<file path="config.mk">
export PLATFORM = sky130hd
export DESIGN_NAME = cfgl_regs
export DESIGN_NICKNAME = d
export VERILOG_FILES = /design/src/logic/cfgl_pulser.v /design/src/logic/cfgl_regs.v /design/src/logic/cfgl_sync.v
export VERILOG_INCLUDE_DIRS = /design/src /design/src/include
export SDC_FILE = /design/constraint.sdc
export NUM_CORES = 1
export LEC_CHECK = 0
export BUFFER_PORTS_ARGS = -buffer_cell sky130_fd_sc_hd__buf_2
export CAP_MARGIN = 25
export CORE_AREA = 5 5 88 123
export DETAILED_ROUTE_END_ITERATION = 10
export DIE_AREA = 0 0 93 128
export PLACE_DENSITY = 0.81
export SYNTH_ARGS = -nofsm -noshare
export SYNTH_HDL_FRONTEND = slang
export SYNTH_SLANG_ARGS = --single-unit
</file>
<file path="constraint.sdc">
create_clock -name mclk -period 5.11 [get_ports mclk]
set_clock_uncertainty 0.05 [all_clocks]
set_input_delay 0.511 -clock mclk [delete_from_list [all_inputs] [get_ports mclk]]
set_output_delay 0.511 -clock mclk [all_outputs]
set_load 0.01 [all_outputs]
</file>
<file path="src/include/cfgl_map.vh">
// register offsets, field positions and reset values of the link configuration loader
// assumes byte offsets within the device's extended configuration space
`ifndef CFGL_MAP_VH
`define CFGL_MAP_VH
`define CFGL_OFS_ID_STATUS 12'h21C
`define CFGL_OFS_MODE 12'h220
`define CFGL_OFS_DATA 12'h228
`define CFGL_ST_CORE_READY 9
`define CFGL_ST_CLOCK_ACTIVE 8
`define CFGL_ST_DONE 7
`define CFGL_ST_HALF_RATE 6
`define CFGL_ST_RUNNING 5
`define CFGL_ST_ENABLED 4
`define CFGL_ST_ERROR 3
`define CFGL_ST_READY 2
`define CFGL_MODE_CLKS_HI 15
`define CFGL_MODE_CLKS_LO 8
`define CFGL_MODE_CLKS_USED_HI 13
`define CFGL_MODE_RELOAD 2
`define CFGL_MODE_CLKSRC 1
`define CFGL_MODE_PROTO 0
`define CFGL_CLKS_RESET 8'h00
`define CFGL_DATA_RESET 32'h00000000
`define CFGL_ZERO_COUNT_CLKS 7'h40
`endif

</file>
<file path="src/logic/cfgl_pulser.v">
// emits a burst of clock pulses toward the configuration controller, one per two mclk
// assumes a start pulse arrives only while idle
`timescale 1ns/10ps
module cfgl_pulser (
    mclk,
    sys_rst,
    start,
    count,
    pulse_clk,
    busy
);
    input wire mclk;
    input wire sys_rst;
    input wire start;
    input wire [6:0] count;
    output reg pulse_clk;
    output wire busy;
    reg [6:0] left;
    // busy must not follow start: the parent gates start with busy
    assign busy = (left != 7'h00);
    always @(posedge mclk) begin
        if (sys_rst) begin
            left <= 7'h00;
            pulse_clk <= 1'b0;
        end else if (start && left == 7'h00) begin
            left <= count;
            pulse_clk <= 1'b0;
        end else if (left != 7'h00) begin
            pulse_clk <= ~pulse_clk;
            if (pulse_clk) begin
                left <= left - 7'h01;
            end
        end else begin
            pulse_clk <= 1'b0;
        end
    end
endmodule // cfgl_pulser

</file>
<file path="src/logic/cfgl_regs.v">
// register side of configuration over the link: id, status, mode control and data
// assumes cfg_* strobes come from the link core's configuration access logic
`timescale 1ns/10ps
`include "cfgl_map.vh"
module cfgl_regs #(
    parameter [15:0] BOARD_TYPE_ID = 16'h0000
) (
    mclk,
    sys_rst,
    cfg_wr,
    cfg_rd,
    cfg_addr,
    cfg_wdata,
    cfg_be,
    cfg_rdata,
    mem_wr,
    mem_bar_hit,
    mem_wdata,
    mem_be,
    fabric_core_ready,
    fabric_clock_active,
    load_done,
    half_rate_select,
    fabric_running,
    load_enabled,
    load_error,
    load_ready,
    load_data,
    load_clk,
    load_busy,
    protocol_load_mode,
    whole_device_reload,
    core_clock_source,
    core_clock_source_apply,
    route_to_config
);
    input wire mclk;
    input wire sys_rst;
    input wire cfg_wr;
    input wire cfg_rd;
    input wire [11:0] cfg_addr;
    input wire [31:0] cfg_wdata;
    input wire [3:0] cfg_be;
    output reg [31:0] cfg_rdata;
    input wire mem_wr;
    input wire mem_bar_hit;
    input wire [31:0] mem_wdata;
    input wire [3:0] mem_be;
    input wire fabric_core_ready;
    input wire fabric_clock_active;
    input wire load_done;
    input wire half_rate_select;
    input wire fabric_running;
    input wire load_enabled;
    input wire load_error;
    input wire load_ready;
    output reg [31:0] load_data;
    output wire load_clk;
    output wire load_busy;
    output reg protocol_load_mode;
    output reg whole_device_reload;
    output reg core_clock_source;
    output wire core_clock_source_apply;
    output wire route_to_config;

    wire [7:0] st;
    reg [7:0] clocks_per_word;
    wire [15:0] status_word;
    wire [31:0] mode_word;
    wire wr_mode;
    wire cfg_data_wr;
    wire mem_data_wr;
    wire data_wr;
    wire [6:0] pulse_count;
    wire [31:0] wr_word;
    wire [3:0] wr_lanes;
    reg [31:0] next_load_data;
    reg [31:0] next_rdata;

    // each status level crosses into mclk through its own synchroniser
    cfgl_sync u_sync_core_ready (
        .mclk(mclk),
        .sys_rst(sys_rst),
        .din(fabric_core_ready),
        .dout(st[7])
    );

    cfgl_sync u_sync_clock_active (
        .mclk(mclk),
        .sys_rst(sys_rst),
        .din(fabric_clock_active),
        .dout(st[6])
    );

    cfgl_sync u_sync_done (
        .mclk(mclk),
        .sys_rst(sys_rst),
        .din(load_done),
        .dout(st[5])
    );

    cfgl_sync u_sync_half_rate (
        .mclk(mclk),
        .sys_rst(sys_rst),
        .din(half_rate_select),
        .dout(st[4])
    );

    cfgl_sync u_sync_running (
        .mclk(mclk),
        .sys_rst(sys_rst),
        .din(fabric_running),
        .dout(st[3])
    );

    cfgl_sync u_sync_enabled (
        .mclk(mclk),
        .sys_rst(sys_rst),
        .din(load_enabled),
        .dout(st[2])
    );

    cfgl_sync u_sync_error (
        .mclk(mclk),
        .sys_rst(sys_rst),
        .din(load_error),
        .dout(st[1])
    );

    cfgl_sync u_sync_ready (
        .mclk(mclk),
        .sys_rst(sys_rst),
        .din(load_ready),
        .dout(st[0])
    );

    assign status_word = {6'h00,
                          st[7],
                          st[6],
                          st[5],
                          st[4],
                          st[3],
                          st[2],
                          st[1],
                          st[0],
                          2'h0};

    // reserved bits including bit 3 read zero
    assign mode_word = {16'h0000, clocks_per_word, 5'h00, whole_device_reload,
                        core_clock_source, protocol_load_mode};

    assign wr_mode = cfg_wr && (cfg_addr == `CFGL_OFS_MODE);
    assign cfg_data_wr = cfg_wr && (cfg_addr == `CFGL_OFS_DATA);
    assign mem_data_wr = mem_wr && mem_bar_hit && protocol_load_mode;
    assign data_wr = (cfg_data_wr || mem_data_wr) && !load_busy;

    always @(posedge mclk) begin
        if (sys_rst) begin
            clocks_per_word <= `CFGL_CLKS_RESET;
            whole_device_reload <= 1'b0;
            core_clock_source <= 1'b0;
            protocol_load_mode <= 1'b0;
        end else begin
            if (wr_mode && cfg_be[1]) begin
                clocks_per_word <= cfg_wdata[`CFGL_MODE_CLKS_HI:`CFGL_MODE_CLKS_LO];
            end
            if (wr_mode && cfg_be[0]) begin
                whole_device_reload <= cfg_wdata[`CFGL_MODE_RELOAD];
                core_clock_source <= cfg_wdata[`CFGL_MODE_CLKSRC];
                protocol_load_mode <= cfg_wdata[`CFGL_MODE_PROTO] && st[2];
            end else if (!st[2]) begin
                protocol_load_mode <= 1'b0;
            end
        end
    end

    // clock choice reaches the core only once the fabric runs and is ready
    assign core_clock_source_apply = st[3] && st[7];
    assign route_to_config = protocol_load_mode;

    // each enabled byte lane takes its byte; software is expected to enable all four
    assign wr_word = cfg_data_wr ? cfg_wdata : mem_wdata;
    assign wr_lanes = cfg_data_wr ? cfg_be : mem_be;

    always @* begin
        next_load_data = load_data;
        if (wr_lanes[0]) begin
            next_load_data[7:0] = wr_word[7:0];
        end
        if (wr_lanes[1]) begin
            next_load_data[15:8] = wr_word[15:8];
        end
        if (wr_lanes[2]) begin
            next_load_data[23:16] = wr_word[23:16];
        end
        if (wr_lanes[3]) begin
            next_load_data[31:24] = wr_word[31:24];
        end
    end

    always @(posedge mclk) begin
        if (sys_rst) begin
            load_data <= `CFGL_DATA_RESET;
        end else if (data_wr) begin
            load_data <= next_load_data;
        end
    end

    // low six bits only; zero stands for the full count
    assign pulse_count = (clocks_per_word[`CFGL_MODE_CLKS_USED_HI - `CFGL_MODE_CLKS_LO:0] == 6'h00)
                         ? `CFGL_ZERO_COUNT_CLKS
                         : {1'b0, clocks_per_word[`CFGL_MODE_CLKS_USED_HI - `CFGL_MODE_CLKS_LO:0]};

    cfgl_pulser u_pulser (
        .mclk(mclk),
        .sys_rst(sys_rst),
        .start(data_wr),
        .count(pulse_count),
        .pulse_clk(load_clk),
        .busy(load_busy)
    );

    // unmapped offsets read zero
    always @* begin
        next_rdata = 32'h00000000;
        case (cfg_addr)
            `CFGL_OFS_ID_STATUS: next_rdata = {status_word, BOARD_TYPE_ID};
            `CFGL_OFS_MODE: next_rdata = mode_word;
            `CFGL_OFS_DATA: next_rdata = load_data;
            default: next_rdata = 32'h00000000;
        endcase
    end

    always @(posedge mclk) begin
        if (sys_rst) begin
            cfg_rdata <= 32'h00000000;
        end else if (cfg_rd) begin
            cfg_rdata <= next_rdata;
        end
    end
endmodule // cfgl_regs

</file>
<file path="src/logic/cfgl_sync.v">
// three-stage synchroniser for one level arriving from outside the clock domain
// output changes once stages two and three agree
`timescale 1ns/10ps
module cfgl_sync (
    mclk,
    sys_rst,
    din,
    dout
);
    input wire mclk;
    input wire sys_rst;
    input wire din;
    output reg dout;
    reg s1;
    reg s2;
    reg s3;
    always @(posedge mclk) begin
        if (sys_rst) begin
            s1 <= 1'b0;
            s2 <= 1'b0;
            s3 <= 1'b0;
            dout <= 1'b0;
        end else begin
            s1 <= din;
            s2 <= s1;
            s3 <= s2;
            if (s2 == s3) begin
                dout <= s3;
            end
        end
    end
endmodule // cfgl_sync

</file>
==> results.py, run 1 <==
metrics = {
    "run_status": {
        "status": "finished, final reports clean",
    },
    "drt": {
        "drc": 0,
        "vias": 4224,
        "postRouteAntennaNets": 0,
        "viasPerCell": 5.479,
        "dr.first_iter.drc_count": 123,
        "routed_wl_um": 12750,
        "first_pass_iters": 5,
        "wl_per_cell_um": 16.54,
    },
    "timing": {
        "clock.fmax_mhz": 356.9,
        "layout_min_cycle_time_ns": 2.802,
        "fin_hold_ws_ns": 0.2674,
        "hold_viol_final": 0,
        "min_period_over_period_pct": 54.84,
        "slew_violations": 0,
        "grt_setup_unrepaired": "no",
        "setup_viol": 0,
        "worst_slack_ns": 2.308,
        "slew-limit-headroom_pct": 31.43,
        "tightest_slew_ns": 1.009,
        "fin_tns_setup_ns": 0,
    },
    "cells_and_area": {
        "final_nets": 744,
        "final_cells": 771,
        "area_growth_pct": 30.72,
        "final_common_cell": "buf_2",
        "final_layout_size_suffix_gt1_share_pct": 37.29,
        "layout_common_cells": "buf_2 (169), dfxtp_1 (115), nor2_1 (64), mux2i_1 (54), nand2_1 (32)",
    },
    "critical_path": {
        "critPathMaxStageDelay_ns": 0.92,
        "r2r_setup_slack_ns": 2.56,
        "worstPathArrival_ns": 3.07,
        "r2r_start": "u_pulser.left[0]$_SDFFE_PP0P_",
        "end_kind": "flop",
        "reg2reg_depth": 8,
        "crit_chain": "buf_2 > or4b_4 > nor4_4 > mux2i_2 > nor2_1 > a211oi_2",
        "r2r-end": "load_data[20]$_SDFFE_PP0P_",
        "cp_data_required_time_ns": 5.38,
        "critPathKind": "in2reg",
        "path_max_fanout": 16,
        "critPathBufInv": 1,
        "cp_top_family": "simple AND/OR/NAND/NOR gates",
        "critPathSlowestCell": "mux2i_2",
        "startpoint_type": "input port",
    },
    "synth": {
        "synth_ff_type": "dfxtp_1",
        "ys_seq_elements": 115,
        "async_flop_share_pct": 0,
        "synth_nets": 586,
        "yosys_warnings": 0,
        "syn_area_mm2": 0.004781,
        "avgSynthCellArea_um2": 9.837,
        "ys_seq_area_share_pct": 48.15,
        "synth_cells": 486,
        "synth-edff-count": 0,
        "synth_cell_type_count": 40,
    },
    "cts": {
        "cts_num_sinks": 115,
        "path_clk_slew_ns": 0.05,
        "root_buffer": "clkbuf_16",
        "cts_tree": "yes",
        "cts_resized": 0,
        "cts_max_level": 4,
        "cts_buffer_depth": 2,
        "clk-insertion-delay-late_ns": 0.41,
        "cts_buffers": 17,
        "post_cts_buffers": 0,
        "cts_hold_buffers": 0,
    },
    "placement": {
        "gp_congestion": 0.8323,
        "place_ws_ns": 1.845,
        "dp_hpwl_um": 9123,
        "port_buffers": 168,
        "post-place-cells": 734,
    },
    "floorplanning": {
        "die_area_mm2": 0.01190,
        "initial_core_util_pct": 49.37,
        "die_h_um": 128,
        "rows": 43,
        "fp.dieW_um": 93,
        "ioPinCount": 169,
        "core_mm2": 0.009684,
    },
    "global_routing": {
        "first_global_vias": 4346,
        "grt_use_total_pct": 21.96,
        "grt-ovfl-total": 0,
        "antenna_found_initial": 2,
        "grt_pass1_wl_um": 20590,
        "grt_start_max_net_pins": 65,
    },
    "min_path": {
        "holdPathStages": 2,
        "hp-class": "in2reg",
        "hold_end": "u_sync_running.s1$_SDFF_PP0_",
        "min_from": "fabric_running",
    },
    "pwr": {
        "p_total_mw": 2.147,
        "p_per_area_mw_per_mm2": 343.5,
        "p_leak_nw": 2.900,
        "peakVddDrop_mv": 0.2162,
    },
    "run": {
        "cap_violations": 0,
    },
}
cells in the mapped netlist (all sizes together), types with 3 or more instances:
cell type | instances | area share [%]
dfxtp | 115 | 48
nor2 | 64 | 5.0
mux2i | 57 | 12
nand2 | 32 | 2.5
a211oi | 31 | 8.1
a21oi | 27 | 2.8
nor2b | 24 | 3.1
clkbuf | 22 | 1.7
nand3 | 20 | 2.1
buf | 14 | 1.9
a2bb2oi | 12 | 2.2
nor3 | 12 | 1.3
o21ai | 9 | 0.94
a221oi | 8 | 1.5
inv | 4 | 0.31
nand4 | 4 | 0.52
nand4b | 4 | 0.73
xor2 | 4 | 0.73
and2 | 3 | 0.39
metrics by stage:
step	instance area, um2	util [%]
floorplan	4781	-
global placement	5617	58.00
detailed placement	5652	58.36
CTS	6223	64.26
global route	6250	64.53
finish	6250	64.53
worst register-to-register path: stages (launching register included):
cell,delay (ns)
dfxtp_1,0.33
inv_1,0.11
ha_1,0.17
nor3b_1,0.24
buf_2,0.26
nand4_1,0.13
mux2i_2,0.80
nor2_1,0.14
a211oi_2,0.23
per-layer routing:
metal / vias up / global-route usage (%) / routed length (um) / share of wire, %
met3: 17 / 6.577 / 928 / 7.3
met1: 1987 / 25.08 / 5097 / 40
met5: - / 0 / 0 / 0
met4: 0 / 8.973 / 259 / 2.0
li1: 2048 / - / - / -
met2: 172 / 38.01 / 6469 / 51
final cells by class:
type | instances | area, um2
diodes | 2 | 5.005
clock buffers | 22 | 464.2
clock inverters | 10 | 107.6
fillers | 807 | 3435
inverters | 4 | 15.01
multi-input cells | 331 | 2301
flip-flops and latches | 115 | 2302
well taps | 112 | 140.1
repair buffers | 175 | 914.6
cells by family after synthesis:
family	share of synthesized area [%]
simple gates	18.03
flops	48.15
compound gates	16.64
mux	11.93
buf+inv	3.978
xor+xnor	0.7327
fa+ha+maj	0.5233
report_power, final:
group	internal [mW]	switching [mW]	leakage, nW
Clock	0.737	0.393	0.276
Sequential	0.909	0.00424	0.932
Combinational	0.0476	0.0559	1.69
sequential cells by signal, indices dropped and copies added, names as in the netlist, 7 cells and up:
signal / count
load_data: 32
clocks_per_word: 8
u_pulser.left: 7
cfg_rdata: 32
worst max-delay path by stage:
stage | startpoint | endpoint | slack (ns) | cells after the start
after CTS | u_pulser.left[0]$_SDFFE_PP0P_ | load_data[20]$_SDFFE_PP0P_ | 2.00 | 7
final | cfg_addr[1] | load_data[20]$_SDFFE_PP0P_ | 2.31 | 6
after global placement | cfg_addr[1] | load_data[6]$_SDFFE_PP0P_ | 1.91 | 6
after detailed placement | cfg_addr[1] | load_data[20]$_SDFFE_PP0P_ | 1.84 | 6
after floorplan | cfg_addr[1] | load_data[4]$_SDFFE_PP0P_ | 2.52 | 6
after global routing | cfg_addr[1] | load_data[20]$_SDFFE_PP0P_ | 2.13 | 6
Power figures use the tool's default switching activity.
==> run 2: changes to the inputs <==
--- a/config.mk
+++ b/config.mk
@@ -8,10 +8,10 @@
 export LEC_CHECK = 0
 export BUFFER_PORTS_ARGS = -buffer_cell sky130_fd_sc_hd__buf_2
 export CAP_MARGIN = 25
-export CORE_AREA = 5 5 88 123
+export CORE_AREA = 5 5 94 130
 export DETAILED_ROUTE_END_ITERATION = 10
-export DIE_AREA = 0 0 93 128
-export PLACE_DENSITY = 0.81
+export DIE_AREA = 0 0 99 135
+export PLACE_DENSITY = 0.76
 export SYNTH_ARGS = -nofsm -noshare
 export SYNTH_HDL_FRONTEND = slang
 export SYNTH_SLANG_ARGS = --single-unit
==> constraint.sdc (replaced) <==
create_clock -name mclk -period 2.24 [get_ports mclk]
set_clock_uncertainty 0.05 [all_clocks]
set_input_delay 0.224 -clock mclk [delete_from_list [all_inputs] [get_ports mclk]]
set_output_delay 0.224 -clock mclk [all_outputs]
set_load 0.01 [all_outputs]
==> run 2 against run 1 <==
  * Sequential cell count unchanged
  * Final area grew 5.8%
  * Largest cell class is now multi-input combinational cells
  * Critical path type is now reg2reg
  * Count of clock-buffer cells in the layout grew 2
  * Worst setup slack got worse by 2.2 ns
  * Non-clock buffer count increased by 23
==> results.py, run 2 (same netlist as run 1, synthesis figures left out) <==
metrics = {
    "run_status": {
        "status": "finished, final reports clean",
    },
    "critical_path": {
        "critPathKind": "reg2reg",
        "startpoint_type": "flop",
        "r2r_setup_slack_ns": 0.14,
        "end_kind": "flop",
        "worstPathArrival_ns": 2.37,
        "cp_data_required_time_ns": 2.51,
        "path_max_fanout": 4,
    },
    "timing": {
        "worst_slack_ns": 0.1385,
        "fin_hold_ws_ns": 0.01407,
        "slew_violations": 0,
        "fin_tns_setup_ns": 0,
        "setup_viol": 0,
        "layout_min_cycle_time_ns": 2.101,
        "clock.fmax_mhz": 475.9,
        "hold_viol_final": 0,
        "slew-limit-headroom_pct": 60.87,
        "tightest_slew_ns": 0.5870,
        "min_period_over_period_pct": 93.82,
    },
    "cells_and_area": {
        "layout_common_cells": "buf_2 (167), dfxtp_1 (115), nor2_1 (64), mux2i_1 (54), nand2_1 (32)",
        "final_nets": 767,
        "top_regs": "cfg_rdata: 32 flops, load_data: 32 flops, clocks_per_word: 8 flops",
        "final_layout_size_suffix_gt1_share_pct": 38.68,
        "multiInputGateArea_mm2": 0.002306,
        "diodes": 0,
        "regArea_mm2": 0.002302,
        "area_growth_pct": 38.26,
        "fillerInstances": 912,
        "postLayoutCoreUtil_pct": 60.83,
        "final_common_cell": "buf_2",
    },
    "pwr": {
        "combinationalPowerShare_pct": 4.8,
        "p_leak_nw": 3.062,
        "pwr-share-clk_pct": 55.1,
        "seqPwrFrac_pct": 40.1,
        "p_per_area_mw_per_mm2": 786.9,
        "sw_frac_of_total_pct": 19.89,
        "peakVddDrop_mv": 0.5854,
        "p_switching_mw": 1.034,
        "internal_power_mw": 4.167,
    },
    "cts": {
        "cts_tree": "yes",
        "cts_num_sinks": 115,
        "root_buffer": "clkbuf_16",
        "cts_buffer_depth": 2,
        "cts_max_level": 4,
        "cts_buffers": 17,
        "clk-insertion-delay-late_ns": 0.40,
        "post_cts_buffers": 0,
        "path_clk_slew_ns": 0.05,
    },
    "min_path": {
        "hp-class": "in2reg",
    },
    "floorplanning": {
        "rows": 45,
        "initial_core_util_pct": 44.00,
        "die_h_um": 135,
        "core_mm2": 0.01087,
        "die_area_mm2": 0.01337,
        "ioPinCount": 169,
        "fp.dieW_um": 99,
    },
    "drt": {
        "viasPerCell": 5.315,
        "postRouteAntennaNets": 0,
        "vias": 4364,
        "wl_per_cell_um": 16.52,
        "drc": 0,
        "dr.first_iter.drc_count": 159,
        "first_pass_iters": 5,
        "routed_wl_um": 13570,
    },
    "run": {
        "cap_violations": 0,
    },
    "placement": {
        "port_buffers": 168,
        "dp_hpwl_um": 9745,
        "place_ws_ns": -0.1498,
        "gp_congestion": 0.8027,
    },
    "global_routing": {
        "grt_pass1_wl_um": 21860,
        "grt_use_total_pct": 20.46,
        "first_global_vias": 4608,
        "antenna_found_initial": 0,
        "grt-ovfl-total": 0,
        "grt_start_max_net_pins": 116,
    },
}
==> run 2: routing by layer <==
metal | track usage (%) | vias up | routed length (um)
met2 | 36.36 | 184 | 6944
met5 | 0 | - | 0
met4 | 9.415 | 0 | 324
met3 | 5.581 | 31 | 1016
li1 | - | 2086 | -
met1 | 22.42 | 2063 | 5279
==> run 2: worst max-delay path, stage by stage (launching register included) <==
cell	delay (ns)
dfxtp_1	0.34
inv_1	0.08
ha_1	0.23
nor3b_2	0.18
and2_1	0.17
or4b_2	0.64
xor2_1	0.16
a21oi_1	0.16
==> run 2: worst paths after layout <==
check,from,endpoint,cells past startpoint
max reg2reg,u_pulser.left[0]$_SDFFE_PP0P_,u_pulser.left[4]$_SDFFE_PP0P_,7
min reg2reg,u_sync_error.s1$_SDFF_PP0_,u_sync_error.s2$_SDFF_PP0_,1
min,half_rate_select,u_sync_half_rate.s1$_SDFF_PP0_,2
max,u_pulser.left[0]$_SDFFE_PP0P_,u_pulser.left[4]$_SDFFE_PP0P_,7
==> run 2: power by group through the flow <==
stage | Combinational, mW | Clock (mW) | Sequential, mW
floorplan | 0.109 | 0 | 2.13
global placement | 0.234 | 0 | 2.12
detailed placement | 0.242 | 0 | 2.13
CTS | 0.250 | 2.93 | 2.08
global route | 0.274 | 3.03 | 2.08
finish | 0.250 | 2.87 | 2.08
==> run 2: cell type report <==
| cell class | count | share of cell area (%) |
|---|---|---|
| Clock buffer | 24 | 7.439 |
| Clock inverter | 8 | 2.234 |
| Inverter | 4 | 0.2271 |
| Multi-Input combinational cell | 331 | 34.89 |
| Sequential cell | 115 | 34.83 |
| Tap cell | 141 | 2.669 |
| Timing Repair Buffer | 198 | 17.72 |
==> run 2: repair_timing <==
item                       4_1_cts  5_1_grt
hold endpoints to repair         6        0
hold buffers                     6        0
gates resized for setup          0        1
setup endpoints to repair        0       30
==> run 2: through the flow <==
step / cells / power, mW / area [um2]
2_1_floorplan: 486 / 2.235 / 4781
3_3_place_gp: 783 / 2.358 / 5906
3_5_place_dp: 783 / 2.367 / 5906
4_1_cts: 821 / 5.261 / 6605
5_1_grt: 821 / 5.383 / 6610
6_report: 821 / 5.202 / 6610
